$ cat src/logic/ieack_pkg.sv
// constants, types and register map of the interrupt edge and acknowledge block
package ieack_pkg;

  localparam int          N_EXT          = 8;
  localparam int          SEL_W          = 3;
  localparam int          ADDR_W         = 20;

  // register addresses in the special function register space
  localparam logic [19:0] ADDR_RISE_EN   = 20'hFFF38;
  localparam logic [19:0] ADDR_FALL_EN   = 20'hFFF39;
  localparam logic [19:0] ADDR_STATUS    = 20'hFFFFA;

  // values after reset
  localparam logic [7:0]  RISE_EN_RST    = 8'h00;
  localparam logic [7:0]  FALL_EN_RST    = 8'h00;
  localparam logic [7:0]  STATUS_RST     = 8'h06;
  localparam logic [7:0]  REQ_RST        = 8'h00;

  // status word field positions
  localparam int          SW_IE          = 7;
  localparam int          SW_IN_SERVICE_LEVEL_HI        = 2;
  localparam int          SW_IN_SERVICE_LEVEL_LO        = 1;

  // vector table
  localparam logic [19:0] VEC_SOFT       = 20'h0007E;
  localparam logic [19:0] VEC_EXT_BASE   = 20'h00008;
  localparam int          VEC_STEP_SHIFT = 1;

  // priority levels
  localparam logic [1:0]  LEVEL_TOP      = 2'h0;
  localparam logic [1:0]  LEVEL_BOTTOM   = 2'h3;

  // acknowledge latency, in cpu clocks, and the cycle counts derived from it
  localparam int          LAT_MIN_CLK    = 9;
  localparam int          LAT_MAX_CLK    = 16;
  localparam int          CYC_PER_CLK    = 1;
  localparam int          LAT_MIN_CYC    = LAT_MIN_CLK * CYC_PER_CLK;
  localparam int          LAT_MAX_CYC    = LAT_MAX_CLK * CYC_PER_CLK;
  localparam int          LAT_W          = 5;
  localparam logic [4:0]  LAT_MIN_LAST   = 5'(LAT_MIN_CYC - 1);
  localparam logic [4:0]  LAT_MAX_LAST   = 5'(LAT_MAX_CYC - 1);

  typedef enum {
    ST_IDLE,
    ST_PUSH_SW,
    ST_PUSH_PC,
    ST_VECTOR
  } ieack_state_t;

endpackage

$ cat src/logic/ieack_edge_if.sv
// carrier between the edge detector and the acknowledge core
`timescale 1ns/100ps
interface ieack_edge_if;
  import ieack_pkg::*;

  logic [N_EXT-1:0] rise_en;
  logic [N_EXT-1:0] fall_en;
  logic [N_EXT-1:0] edge_hit;

  modport detect (input rise_en, input fall_en, output edge_hit);
  modport core   (output rise_en, output fall_en, input edge_hit);
endinterface

$ cat src/logic/ieack_edge.sv
// per-pin synchroniser and valid edge selection
`timescale 1ns/100ps
module ieack_edge
  import ieack_pkg::*;
(
  // clock and reset
  input  wire logic             clk,
  input  wire logic             reset,
  // pins
  input  wire logic [N_EXT-1:0] ext_irq_input,
  // core side
  ieack_edge_if.detect          eif
);

  logic [N_EXT-1:0] meta_q;
  logic [N_EXT-1:0] sync_q;
  logic [N_EXT-1:0] prev_q;

  for (genvar i = 0; i < N_EXT; i++) begin : g_pin
    always_ff @(posedge clk) begin
      if (reset) begin
        meta_q[i] <= 1'b0;
        sync_q[i] <= 1'b0;
        prev_q[i] <= 1'b0;
      end else begin
        meta_q[i] <= ext_irq_input[i];
        sync_q[i] <= meta_q[i];
        prev_q[i] <= sync_q[i];
      end
    end
    // enables gate the hit in the same cycle, so clearing both bits before
    // turning the pin into an output suppresses any edge it makes [RL4]
    assign eif.edge_hit[i] = (eif.rise_en[i] & sync_q[i] & ~prev_q[i])   // [RL1] [RL23]
                           | (eif.fall_en[i] & ~sync_q[i] & prev_q[i]);  // [RL1] [RL23]
  end

  edge_off_a: assert property (@(posedge clk) disable iff (reset) // [RL1]
    (eif.rise_en == 8'h00 && eif.fall_en == 8'h00) |-> eif.edge_hit == 8'h00)
    else $error("edge seen with detection disabled");

endmodule

$ cat src/logic/ieack_top.sv
// interrupt edge selection, arbitration and acknowledge sequencing
//
// Contract
// RL1: bit pair picks none, falling, rising, both
// RL2: reset clears both edge enable registers
// RL3: edge enables take bit and byte writes
// RL4: software disables edges before making pin output
// RL5: status word holds enable, level; resets 06H
// RL6: eligible only with flag set, mask clear
// RL7: need global enable; lower levels held off
// RL8: acknowledge latency from 9 to 16 clocks
// RL9: upper bound waived while running from RAM
// RL10: best level wins, then default priority
// RL11: blocked requests stay pending until acceptable
// RL12: push status then pc, clear enable
// RL13: nonzero level minus one into in-service flags
// RL14: load pc from request's vector entry
// RL15: returns and pop restore; push saves status
// RL16: status byte, bit, set/clear enable access
// RL17: break interrupts regardless of enable, masks
// RL18: break pushes, clears enable, vectors 0007EH
// RL19: soft handler returns only by soft return
// RL20: pair 00 highest level through 11 lowest
// RL21: mask 0 enables, 1 disables servicing
// RL22: in-service 11 admits all, lower blocks more
// RL23: synchronised enabled edge sets request flag
`timescale 1ns/100ps
module ieack_top
  import ieack_pkg::*;
(
  // clock and reset
  input  wire logic              clk,
  input  wire logic              reset,
  // external interrupt pins
  input  wire logic [N_EXT-1:0]  ext_irq_input,
  // request flags, masks and priorities
  input  wire logic [N_EXT-1:0]  mask_flag,
  input  wire logic [N_EXT-1:0]  priority_bit_lo,
  input  wire logic [N_EXT-1:0]  priority_bit_hi,
  input  wire logic [N_EXT-1:0]  request_clear,
  output logic      [N_EXT-1:0]  request_flag,
  // memory manipulation access
  input  wire logic [ADDR_W-1:0] sfr_addr,
  input  wire logic              sfr_rd,
  input  wire logic              sfr_wr,
  input  wire logic              sfr_bit_op,
  input  wire logic [SEL_W-1:0]  sfr_bit_sel,
  input  wire logic [7:0]        sfr_wdata,
  output logic      [7:0]        sfr_rdata,
  // instruction sequencer
  input  wire logic              instr_boundary,
  input  wire logic              instr_from_ram,
  input  wire logic              break_instruction,
  input  wire logic              set_enable_instr,
  input  wire logic              clear_enable_instr,
  input  wire logic              push_status_instr,
  input  wire logic              pop_status_instr,
  input  wire logic              maskable_return_instr,
  input  wire logic              soft_irq_return_instr,
  input  wire logic [7:0]        stack_pop_data,
  input  wire logic [ADDR_W-1:0] cpu_pc,
  // stack and vector outputs
  output logic                   irq_busy,
  output logic                   stack_push,
  output logic                   stack_push_is_pc,
  output logic      [ADDR_W-1:0] stack_push_data,
  output logic                   vector_load,
  output logic      [ADDR_W-1:0] vector_addr,
  output logic      [7:0]        status_word,
  output logic                   global_irq_enable
);

  ////////////////////////////////////////////////////////////////////////////
  // state

  ieack_edge_if eif ();

  ieack_state_t      state_q;
  logic [7:0]        rise_en_q;
  logic [7:0]        fall_en_q;
  logic [7:0]        sw_q;
  logic [N_EXT-1:0]  req_q;
  logic              soft_pend_q;
  logic [LAT_W-1:0]  pend_cnt_q;
  logic [ADDR_W-1:0] pc_hold_q;
  logic [ADDR_W-1:0] vec_q;
  logic [7:0]        sw_saved_q;
  logic [7:0]        rdata_q;
  logic              push_q;
  logic              push_pc_q;
  logic [ADDR_W-1:0] push_data_q;
  logic              vload_q;
  logic [ADDR_W-1:0] vaddr_q;

  logic [N_EXT-1:0]  elig;
  logic [1:0]        lvl [N_EXT];
  logic              win_any;
  logic [SEL_W-1:0]  win_idx;
  logic [1:0]        win_lvl;
  logic [1:0]        isp;
  logic              cand_ok;
  logic              acc_mask;
  logic              acc_soft;
  logic              acc_any;
  logic              late;
  logic [N_EXT-1:0]  acc_clr;
  logic              hit_rise;
  logic              hit_fall;
  logic              hit_sw;

  ieack_edge u_edge (
    .clk           (clk),
    .reset         (reset),
    .ext_irq_input (ext_irq_input),
    .eif           (eif.detect)
  );

  assign eif.rise_en = rise_en_q;
  assign eif.fall_en = fall_en_q;

  ////////////////////////////////////////////////////////////////////////////
  // register access

  assign hit_rise = sfr_wr && (sfr_addr == ADDR_RISE_EN);
  assign hit_fall = sfr_wr && (sfr_addr == ADDR_FALL_EN);
  assign hit_sw   = sfr_wr && (sfr_addr == ADDR_STATUS);

  always_ff @(posedge clk) begin
    if (reset) begin
      rise_en_q <= RISE_EN_RST;                          // [RL2]
      fall_en_q <= FALL_EN_RST;                          // [RL2]
    end else begin
      if (hit_rise && sfr_bit_op) begin
        rise_en_q[sfr_bit_sel] <= sfr_wdata[0];          // [RL3]
      end else if (hit_rise) begin
        rise_en_q <= sfr_wdata;                          // [RL3]
      end
      if (hit_fall && sfr_bit_op) begin
        fall_en_q[sfr_bit_sel] <= sfr_wdata[0];          // [RL3]
      end else if (hit_fall) begin
        fall_en_q <= sfr_wdata;                          // [RL3]
      end
    end
  end

  // unmapped reads answer zero
  always_ff @(posedge clk) begin
    if (reset) begin
      rdata_q <= 8'h00;
    end else if (sfr_rd) begin
      case (sfr_addr)
        ADDR_RISE_EN: rdata_q <= rise_en_q;
        ADDR_FALL_EN: rdata_q <= fall_en_q;
        ADDR_STATUS:  rdata_q <= sw_q;
        default:      rdata_q <= 8'h00;
      endcase
    end
  end

  ////////////////////////////////////////////////////////////////////////////
  // request flags and arbitration

  // an edge in the clearing cycle wins, so no request is lost
  always_ff @(posedge clk) begin
    if (reset) begin
      req_q <= REQ_RST;
    end else begin
      req_q <= (req_q & ~(request_clear | acc_clr)) | eif.edge_hit;  // [RL23] [RL11]
    end
  end

  assign isp = {sw_q[SW_IN_SERVICE_LEVEL_HI], sw_q[SW_IN_SERVICE_LEVEL_LO]};

  for (genvar i = 0; i < N_EXT; i++) begin : g_src
    assign lvl[i]  = {priority_bit_hi[i], priority_bit_lo[i]};        // [RL20]
    // 11 in service admits every level; smaller values shut out more
    assign elig[i] = req_q[i] && !mask_flag[i] && (lvl[i] <= isp);   // [RL6] [RL21] [RL22]
    assign acc_clr[i] = acc_mask && (win_idx == SEL_W'(i));
  end

  // scanning downward with <= lets the lower index take a tied level
  always_comb begin
    win_any = 1'b0;
    win_idx = '0;
    win_lvl = LEVEL_BOTTOM;
    for (int i = N_EXT - 1; i >= 0; i--) begin
      if (elig[i] && (!win_any || lvl[i] <= win_lvl)) begin     // [RL10]
        win_any = 1'b1;
        win_idx = SEL_W'(i);
        win_lvl = lvl[i];
      end
    end
  end

  ////////////////////////////////////////////////////////////////////////////
  // acceptance timing

  assign cand_ok = win_any && sw_q[SW_IE] && !soft_pend_q
                && (state_q == ST_IDLE) && !break_instruction;      // [RL7] [RL11]

  // code fetched from ram may stretch past the upper bound
  assign late = (pend_cnt_q >= LAT_MAX_LAST) && !instr_from_ram;  // [RL9]

  assign acc_mask = cand_ok && (pend_cnt_q >= LAT_MIN_LAST)
                 && (instr_boundary || late);                    // [RL8]
  assign acc_soft = (state_q == ST_IDLE)
                 && (break_instruction || soft_pend_q);           // [RL17]
  assign acc_any  = acc_mask || acc_soft;

  always_ff @(posedge clk) begin
    if (reset) begin
      pend_cnt_q <= '0;
    end else if (!cand_ok || acc_mask) begin
      pend_cnt_q <= '0;
    end else if (pend_cnt_q != LAT_MAX_LAST) begin
      pend_cnt_q <= pend_cnt_q + LAT_W'(1);                       // [RL8]
    end
  end

  // a break that lands while a vectoring is running waits for idle
  always_ff @(posedge clk) begin
    if (reset) begin
      soft_pend_q <= 1'b0;
    end else if (break_instruction && state_q != ST_IDLE) begin
      soft_pend_q <= 1'b1;
    end else if (acc_soft) begin
      soft_pend_q <= 1'b0;
    end
  end

  ////////////////////////////////////////////////////////////////////////////
  // status word

  always_ff @(posedge clk) begin
    if (reset) begin
      sw_q <= STATUS_RST;                                         // [RL5]
    end else if (acc_soft) begin
      sw_q[SW_IE] <= 1'b0;                                        // [RL18]
    end else if (acc_mask) begin
      sw_q[SW_IE] <= 1'b0;                                        // [RL12]
      if (win_lvl != LEVEL_TOP) begin
        {sw_q[SW_IN_SERVICE_LEVEL_HI], sw_q[SW_IN_SERVICE_LEVEL_LO]} <= win_lvl - 2'd1;         // [RL13]
      end else begin
        {sw_q[SW_IN_SERVICE_LEVEL_HI], sw_q[SW_IN_SERVICE_LEVEL_LO]} <= LEVEL_TOP;
      end
    end else if (pop_status_instr || maskable_return_instr || soft_irq_return_instr) begin
      sw_q <= stack_pop_data;                                     // [RL15]
    end else if (set_enable_instr) begin
      sw_q[SW_IE] <= 1'b1;                                        // [RL16]
    end else if (clear_enable_instr) begin
      sw_q[SW_IE] <= 1'b0;                                        // [RL16]
    end else if (hit_sw && sfr_bit_op) begin
      sw_q[sfr_bit_sel] <= sfr_wdata[0];                          // [RL16]
    end else if (hit_sw) begin
      sw_q <= sfr_wdata;                                          // [RL16]
    end
  end

  ////////////////////////////////////////////////////////////////////////////
  // vectoring sequence

  always_ff @(posedge clk) begin
    if (reset) begin
      state_q    <= ST_IDLE;
      sw_saved_q <= 8'h00;
      pc_hold_q  <= '0;
      vec_q      <= '0;
    end else begin
      case (state_q)
        ST_IDLE: begin
          if (acc_any) begin
            state_q    <= ST_PUSH_SW;
            sw_saved_q <= sw_q;                                   // [RL12]
            pc_hold_q  <= cpu_pc;
            vec_q      <= acc_soft ? VEC_SOFT                     // [RL18]
                        : VEC_EXT_BASE
                          + (ADDR_W'(win_idx) << VEC_STEP_SHIFT); // [RL14]
          end
        end
        ST_PUSH_SW: state_q <= ST_PUSH_PC;
        ST_PUSH_PC: state_q <= ST_VECTOR;
        ST_VECTOR:  state_q <= ST_IDLE;
        default:    state_q <= ST_IDLE;
      endcase
    end
  end

  // outputs registered one cycle behind the sequence so data comes from flops
  always_ff @(posedge clk) begin
    if (reset) begin
      push_q      <= 1'b0;
      push_pc_q   <= 1'b0;
      push_data_q <= '0;
      vload_q     <= 1'b0;
      vaddr_q     <= '0;
    end else begin
      push_q    <= 1'b0;
      push_pc_q <= 1'b0;
      vload_q   <= 1'b0;
      case (state_q)
        ST_IDLE: begin
          if (!acc_any && push_status_instr) begin
            push_q      <= 1'b1;                                  // [RL15]
            push_data_q <= ADDR_W'(sw_q);
          end
        end
        ST_PUSH_SW: begin
          push_q      <= 1'b1;                                    // [RL12]
          push_data_q <= ADDR_W'(sw_saved_q);
        end
        ST_PUSH_PC: begin
          push_q      <= 1'b1;                                    // [RL12]
          push_pc_q   <= 1'b1;
          push_data_q <= pc_hold_q;
        end
        ST_VECTOR: begin
          vload_q <= 1'b1;                                        // [RL14]
          vaddr_q <= vec_q;
        end
        default: begin
          push_q <= 1'b0;
        end
      endcase
    end
  end

  assign request_flag      = req_q;
  assign sfr_rdata         = rdata_q;
  assign irq_busy          = (state_q != ST_IDLE);
  assign stack_push        = push_q;
  assign stack_push_is_pc  = push_pc_q;
  assign stack_push_data   = push_data_q;
  assign vector_load       = vload_q;
  assign vector_addr       = vaddr_q;
  assign status_word       = sw_q;
  assign global_irq_enable = sw_q[SW_IE];

  ////////////////////////////////////////////////////////////////////////////
  // checks

  reset_values_a: assert property (@(posedge clk) // [RL5]
    $past(reset) |-> (sw_q == STATUS_RST && rise_en_q == 8'h00 && fall_en_q == 8'h00))
    else $error("registers not at reset values");

  mask_gate_a: assert property (@(posedge clk) disable iff (reset) // [RL6]
    acc_mask |-> (req_q[win_idx] && !mask_flag[win_idx]))
    else $error("request accepted without flag or while masked");

  enable_gate_a: assert property (@(posedge clk) disable iff (reset) // [RL7]
    acc_mask |-> (sw_q[SW_IE] && win_lvl <= isp))
    else $error("request accepted while disabled or outranked");

  latency_min_a: assert property (@(posedge clk) disable iff (reset) // [RL8]
    acc_mask |-> $past(cand_ok, 8))
    else $error("request accepted before nine clocks");

  latency_max_a: assert property (@(posedge clk) disable iff (reset) // [RL8]
    (cand_ok && pend_cnt_q == LAT_MAX_LAST && !instr_from_ram) |-> acc_mask)
    else $error("request not accepted by sixteen clocks");

  push_order_a: assert property (@(posedge clk) disable iff (reset) // [RL12]
    acc_any |=> ##1 (stack_push && !stack_push_is_pc)
            ##1 (stack_push && stack_push_is_pc && stack_push_data == $past(cpu_pc, 3))
            ##1 vector_load)
    else $error("status, pc and vector out of order");

  enable_clear_a: assert property (@(posedge clk) disable iff (reset) // [RL12]
    acc_any |=> (!sw_q[SW_IE] && irq_busy))
    else $error("enable not cleared on acceptance");

  level_update_a: assert property (@(posedge clk) disable iff (reset) // [RL13]
    (acc_mask && win_lvl != LEVEL_TOP) |=> isp == $past(win_lvl) - 2'd1)
    else $error("in-service level not set to level minus one");

  soft_vector_a: assert property (@(posedge clk) disable iff (reset) // [RL18]
    acc_soft |-> ##4 (vector_load && vector_addr == VEC_SOFT))
    else $error("break did not vector to fixed entry");

  break_uncond_a: assert property (@(posedge clk) disable iff (reset) // [RL17]
    (break_instruction && state_q == ST_IDLE) |-> acc_soft)
    else $error("break not taken at once");

  edge_sets_a: assert property (@(posedge clk) disable iff (reset) // [RL23]
    (eif.edge_hit != 8'h00) |=> ((req_q & $past(eif.edge_hit)) == $past(eif.edge_hit)))
    else $error("detected edge did not set request flag");

endmodule

$ cat config.mk
export PLATFORM = sky130hd
export DESIGN_NAME = ieack_top
export DESIGN_NICKNAME = d
export VERILOG_FILES = /design/src/logic/ieack_pkg.sv /design/src/logic/ieack_edge_if.sv /design/src/logic/ieack_edge.sv /design/src/logic/ieack_top.sv
export SDC_FILE = /design/constraint.sdc
export NUM_CORES = 1
export LEC_CHECK = 0
export CAP_MARGIN = 10
export CELL_PAD_IN_SITES_DETAIL_PLACEMENT = 0
export CELL_PAD_IN_SITES_GLOBAL_PLACEMENT = 2
export CORE_MARGIN = 2
export CORE_UTILIZATION = 37
export DETAILED_ROUTE_END_ITERATION = 8
export DONT_BUFFER_PORTS = 1
export GPL_ROUTABILITY_DRIVEN = 0
export PLACE_DENSITY = 0.91
export SLEW_MARGIN = 10
export SYNTH_ARGS = -nofsm -noshare
export SYNTH_HDL_FRONTEND = slang
export SYNTH_SLANG_ARGS = --single-unit
$ cat constraint.sdc
create_clock -name clk -period 12.45 [get_ports clk]
set_input_delay 1.245 -clock clk [delete_from_list [all_inputs] [get_ports clk]]
set_output_delay 1.245 -clock clk [all_outputs]
set_load 0.005 [all_outputs]
==> impl_metrics.ini, run 1 <==
[finish]
area_growth_pct = 9.73
stdcell_area_sq_um = 7920
drive_gt1_share_pct = 8.23
fillers = 1993
nets = 989
fin_util_pct = 41.1
layout_commonest_cell = dfxtp_1
final_cells = 1117
layout_common_cells = 133 x dfxtp_1, 92 x nand2_1, 81 x a21oi_1

[route]
ant_nets = 0
finalWirelength_mm = 20.5
vias = 6049
first_pass_iters = 5
drtIter0Drc = 411
wl_per_cell_um = 18.3
drc = 0
drt-vias-per-instance = 5.42

[global_routing]
grt_usage_pct = 19.6
antenna_found_initial = 0
grt_pass1_wl_mm = 30.9
grt_pass1_vias = 5547
overflow = 0
grt_max_degree = 130

[critical_path]
r2r_setup_slack_ns = 1.41
critPathSlowestCell = o311ai_0
reg2reg_from = status_word[2]
critPathMaxFanout = 10
r2r_cells = 48
worstSetupEndpointType = flop
crit_family = compound AO/OA/AOI/OAI gates
r2r-end = request_flag[1]
arrival_ns = 11.33
crit_required_ns = 12.74
critPathBufInv = 2
critPathLaunchType = flop
crit_type = reg2reg
slowest_delay_ns = 0.52
cpMostUsedCell = ha_1

[timing]
finalSetupViolCount = 0
post-route-period-util_pct = 88.7
period_needed_ns = 11.04
rsz0062_at_grt = no
setup_slack_ns = 1.41
final_max_slew_viol_count = 0
slew_headroom_pct = 36.5
worst_slew_pin_slew_ns = 0.950
clock.fmax_ghz = 0.0905
fin_skew_ns = 0.00667
hold_violations = 0
fin_tns_setup_ns = 0

[logic_synthesis]
synth_seq_area_share_pct = 36.9
synth_area_sq_um = 7210
ys.flop_type = dfxtp_1
yosys.area.top_type_share_pct = 36.9
postSynthAreaPerCell_sq_um = 8.35
synth_top_cell_by_area = dfxtp_1
synth_top_cells_by_area = dfxtp_1 37%, ha_1 6.6%, a21oi_1 5.6%
yosysUniqueCellTypes = 81
yosys_register_bits = 133
syn_inst = 864
synthArstFlopShare_pct = 0
synth_edf_count = 0
yosysWarningCount = 0

[floorplanning]
coreArea_sq_um = 19300
design.die.area_sq_um = 20600
die_y_um = 144
row_count = 51
die_w_um = 144
initial_core_util_pct = 37.4
ioPinCount = 182

[cts]
cts-root-buf = clkbuf_16
cts_setup_buffers = 0
cts_resized = 0
cts_buffers = 17
cts_buffer_depth = 2
cts_htree_levels = 4
cts_tree = built
clkTransAtPathRegs_ns = 0.06
clock-sinks = 133
cts_hold_buf = 0
insertion_delay_ns = 0.42

[run_status]
outcome = completed

[power_and_ir_drop]
p_per_area_nw_per_um2 = 165
vdd_ir_drop_max_mv = 0.102
p_leak_nw = 2.98

[job]
maxCapViolations = 0

[placement]
placed_cell_area_sq_um = 7330
pre_cts_slack_ns = 1.11
dpl.hpwl_mm = 15.1
dp.cells = 1084
port_buffers = 0

[worst_hold_path]
hold_end = u_edge.sync_q[1]
holdCritStartpoint = u_edge.meta_q[1]
hold_class = reg2reg
worstHoldPathCells = 1
[cells in the mapped netlist, types with 3 or more instances]
master / number
o211ai_1: 13
nor3b_1: 7
and3_1: 7
a211oi_1: 21
o21a_1: 4
a311o_1: 5
buf_4: 18
nand3_1: 19
inv_1: 39
mux2i_1: 31
nor2b_1: 39
buf_1: 7
and2_1: 6
buf_2: 5
nand3b_1: 16
o211a_1: 3
a31oi_1: 9
o21ai_0: 43
o22ai_1: 11
clkbuf_1: 33
o21ai_2: 3
mux2_2: 3
a21oi_1: 81
or3_1: 6
a21o_1: 4
a22oi_1: 12
nand2_1: 92
dfxtp_1: 133
o31ai_1: 3
nand2b_1: 4
nand4_1: 6
ha_1: 38
o311ai_1: 4
nor3_1: 9
nor2_1: 74
[worst max-delay path by stage]
stage	cells after the start	to	slack, ns	startpoint
after CTS	48	request_flag[1]	1.41	status_word[2]
after global placement	47	request_flag[1]	1.36	priority_bit_hi[7]
after detailed placement	47	request_flag[1]	1.11	priority_bit_hi[7]
after floorplan	48	status_word[1]	2.02	priority_bit_hi[7]
final	48	request_flag[1]	1.41	status_word[2]
after global routing	49	request_flag[1]	0.44	status_word[2]
[cell type report]
type / count / area, sq um / share of cell area, %
multi-input combinational: 641 / 4150 / 52.4
antenna: 1 / 2.50 / 0.0316
tap: 265 / 332 / 4.19
clock inverter: 11 / 101 / 1.28
inverter: 39 / 146 / 1.85
sequential: 133 / 2660 / 33.6
timing repair buffer: 6 / 45.0 / 0.569
clock buffer: 21 / 480 / 6.07
[kinds of logic after synthesis]
| family | share of synthesized area, % |
|---|---|
| simple gates | 21.3 |
| mux | 4.77 |
| other cells | 0.0520 |
| xor+xnor | 0.364 |
| buf+inv | 6.40 |
| fa+ha+maj | 6.59 |
| compound gates | 23.6 |
| flops | 36.9 |
[report_power, final]
group          switching, W  internal [W]
registers         0.0000392      0.000476
clock network      0.000190      0.000295
logic              0.000196      0.000111
total              0.000425      0.000882
[stage by stage]
step / power (W) / hold slack (ns)
final: 0.00131 / 0.438
after floorplan: 0.000761 / 0.414
after global routing: 0.00138 / 0.455
after global placement: 0.000831 / 0.424
after CTS: 0.00132 / 0.444
after detailed placement: 0.000835 / 0.429
[layer usage]
layer	share of wire (%)	track usage [%]
met3	8.1	6.30
met2	44	29.8
met5	0	0
met4	1.4	5.52
met1	46	26.5
Note: power is estimated with default switching activity, not from simulation.
==> run 2, diff against run 1 <==
--- a/config.mk
+++ b/config.mk
@@ -13,6 +13,7 @@
 export DETAILED_ROUTE_END_ITERATION = 8
 export DONT_BUFFER_PORTS = 1
 export GPL_ROUTABILITY_DRIVEN = 0
+export MAX_ROUTING_LAYER = met4
 export PLACE_DENSITY = 0.91
 export SLEW_MARGIN = 10
 export SYNTH_ARGS = -nofsm -noshare
==> impl_metrics.ini, run 2 (same netlist as run 1, synthesis figures left out) <==
[critical_path]
crit_type = reg2reg
crit_required_ns = 12.74
critPathBufInv = 2
arrival_ns = 11.34
worstSetupEndpointType = flop
slowest_delay_ns = 0.51
r2r_setup_slack_ns = 1.41
critPathMaxFanout = 10
critPathLaunchType = flop
critPathSlowestCell = o311ai_0
cpMostUsedCell = ha_1
crit_family = compound AO/OA/AOI/OAI gates

[cts]
cts_buffer_depth = 2
cts_hold_buf = 0
cts_htree_levels = 4
cts-root-buf = clkbuf_16
cts_setup_buffers = 0
cts_tree = built
insertion_delay_ns = 0.42
cts_buffers = 17
cts_resized = 0
clock-sinks = 133
clkTransAtPathRegs_ns = 0.06

[timing]
fin_skew_ns = 0.00616
post-route-period-util_pct = 88.7
clock.fmax_ghz = 0.0905
slew_headroom_pct = 36.3
period_needed_ns = 11.04
hold_violations = 0
fin_tns_setup_ns = 0
final_max_slew_viol_count = 0
worst_slew_pin_slew_ns = 0.953
finalSetupViolCount = 0
rsz0062_at_grt = no

[floorplanning]
ioPinCount = 182
coreArea_sq_um = 19300
design.die.area_sq_um = 20600
die_y_um = 144
die_w_um = 144
row_count = 51
initial_core_util_pct = 37.4

[power_and_ir_drop]
clkPwrFrac_pct = 37.1
netSwitchingPower_w = 0.000427
pwr-share-comb_pct = 23.5
p_leak_nw = 2.98
p_int_w = 0.000882
p_sw_share_pct = 32.6
seq_power_share_pct = 39.4
vdd_ir_drop_max_mv = 0.103
p_per_area_nw_per_um2 = 165

[placement]
port_buffers = 0
dpl.hpwl_mm = 15.1
dp.cells = 1084

[finish]
layout_common_cells = 133 x dfxtp_1, 92 x nand2_1, 81 x a21oi_1
multiInputGateArea_sq_um = 4150
ff_latch_area_sq_um = 2660
drive_gt1_share_pct = 8.23
final_cells = 1116
area_growth_pct = 9.70
layout_commonest_cell = dfxtp_1
diodes = 0
fillers = 1993
nets = 989

[global_routing]
antenna_found_initial = 0
grt_max_degree = 130
grt_pass1_wl_mm = 30.9
grt_usage_pct = 20.1
overflow = 0
grt_pass1_vias = 5553

[worst_hold_path]
hold_class = reg2reg

[route]
first_pass_iters = 5
vias = 6122
wl_per_cell_um = 18.5
drt-vias-per-instance = 5.49
ant_nets = 0
drc = 0
finalWirelength_mm = 20.6
drtIter0Drc = 441

[run_status]
outcome = completed

[job]
maxCapViolations = 0
==> run 2: cell count changes in the layout (fill, tap and decap cells not counted) <==
| cell | previous run | this run |
|---|---|---|
| diode_2 | 1 | 0 |
==> run 2: stage by stage <==
stage | util [%] | hold WS [ns] | total power (W) | setup WS (ns) | instance area [sq um]
floorplan | - | 0.414 | 0.000761 | 2.02 | 7260
global placement | 38.0 | 0.424 | 0.000831 | 1.36 | 7330
detailed placement | 38.0 | 0.429 | 0.000835 | 1.11 | 7330
CTS | 41.1 | 0.444 | 0.00132 | 1.41 | 7910
global route | 41.1 | 0.455 | 0.00138 | 0.438 | 7910
finish | 41.1 | 0.438 | 0.00131 | 1.41 | 7910
==> run 2: power by group through the flow <==
stage | combinational, W | sequential [W] | clock [W]
after detailed placement | 0.000309 | 0.000526 | 0
after global placement | 0.000305 | 0.000525 | 0
after global routing | 0.000346 | 0.000523 | 0.000515
final | 0.000307 | 0.000516 | 0.000486
after CTS | 0.000311 | 0.000517 | 0.000496
after floorplan | 0.000249 | 0.000512 | 0
==> run 2: path summary, 6_finish.rpt <==
check                                       from  depth (start not counted)                to
worst max-delay path              status_word[2]                         48   request_flag[1]
worst min-delay path            u_edge.meta_q[1]                          1  u_edge.sync_q[1]
worst max register to register    status_word[2]                         48   request_flag[1]
worst min register to register  u_edge.meta_q[1]                          1  u_edge.sync_q[1]
==> run 2: layout make-up <==
| cell class | count | area share [%] |
|---|---|---|
| clock inverter | 11 | 1.28 |
| clock buffer | 21 | 6.07 |
| multi-input combinational | 641 | 52.4 |
| sequential | 133 | 33.6 |
| timing repair buffer | 6 | 0.569 |
| tap | 265 | 4.19 |
| inverter | 39 | 1.85 |
==> run 2: worst reg2reg max path, delay by kind of cell, from the launching register on <==
kind	cells	cell delay, ns
AO/OA/AOI/OAI	24	5.17
flip-flops	1	0.49
buffers and inverters	2	0.38
multiplexers	2	0.78
AND/OR/NAND/NOR	12	1.75
adder cells (fa/ha/maj)	8	2.34
==> run 2: metal layers <==
metal  routed length (um)  share of wire, %  up-vias  GRT usage (%)
met5                    0                 0        -              -
li1                     -                 -     3012              -
met2                 9000                44      217           29.7
met3                 1680               8.2       15           5.96
met4                  268               1.3        0           5.52
met1                 9650                47     2878           26.8
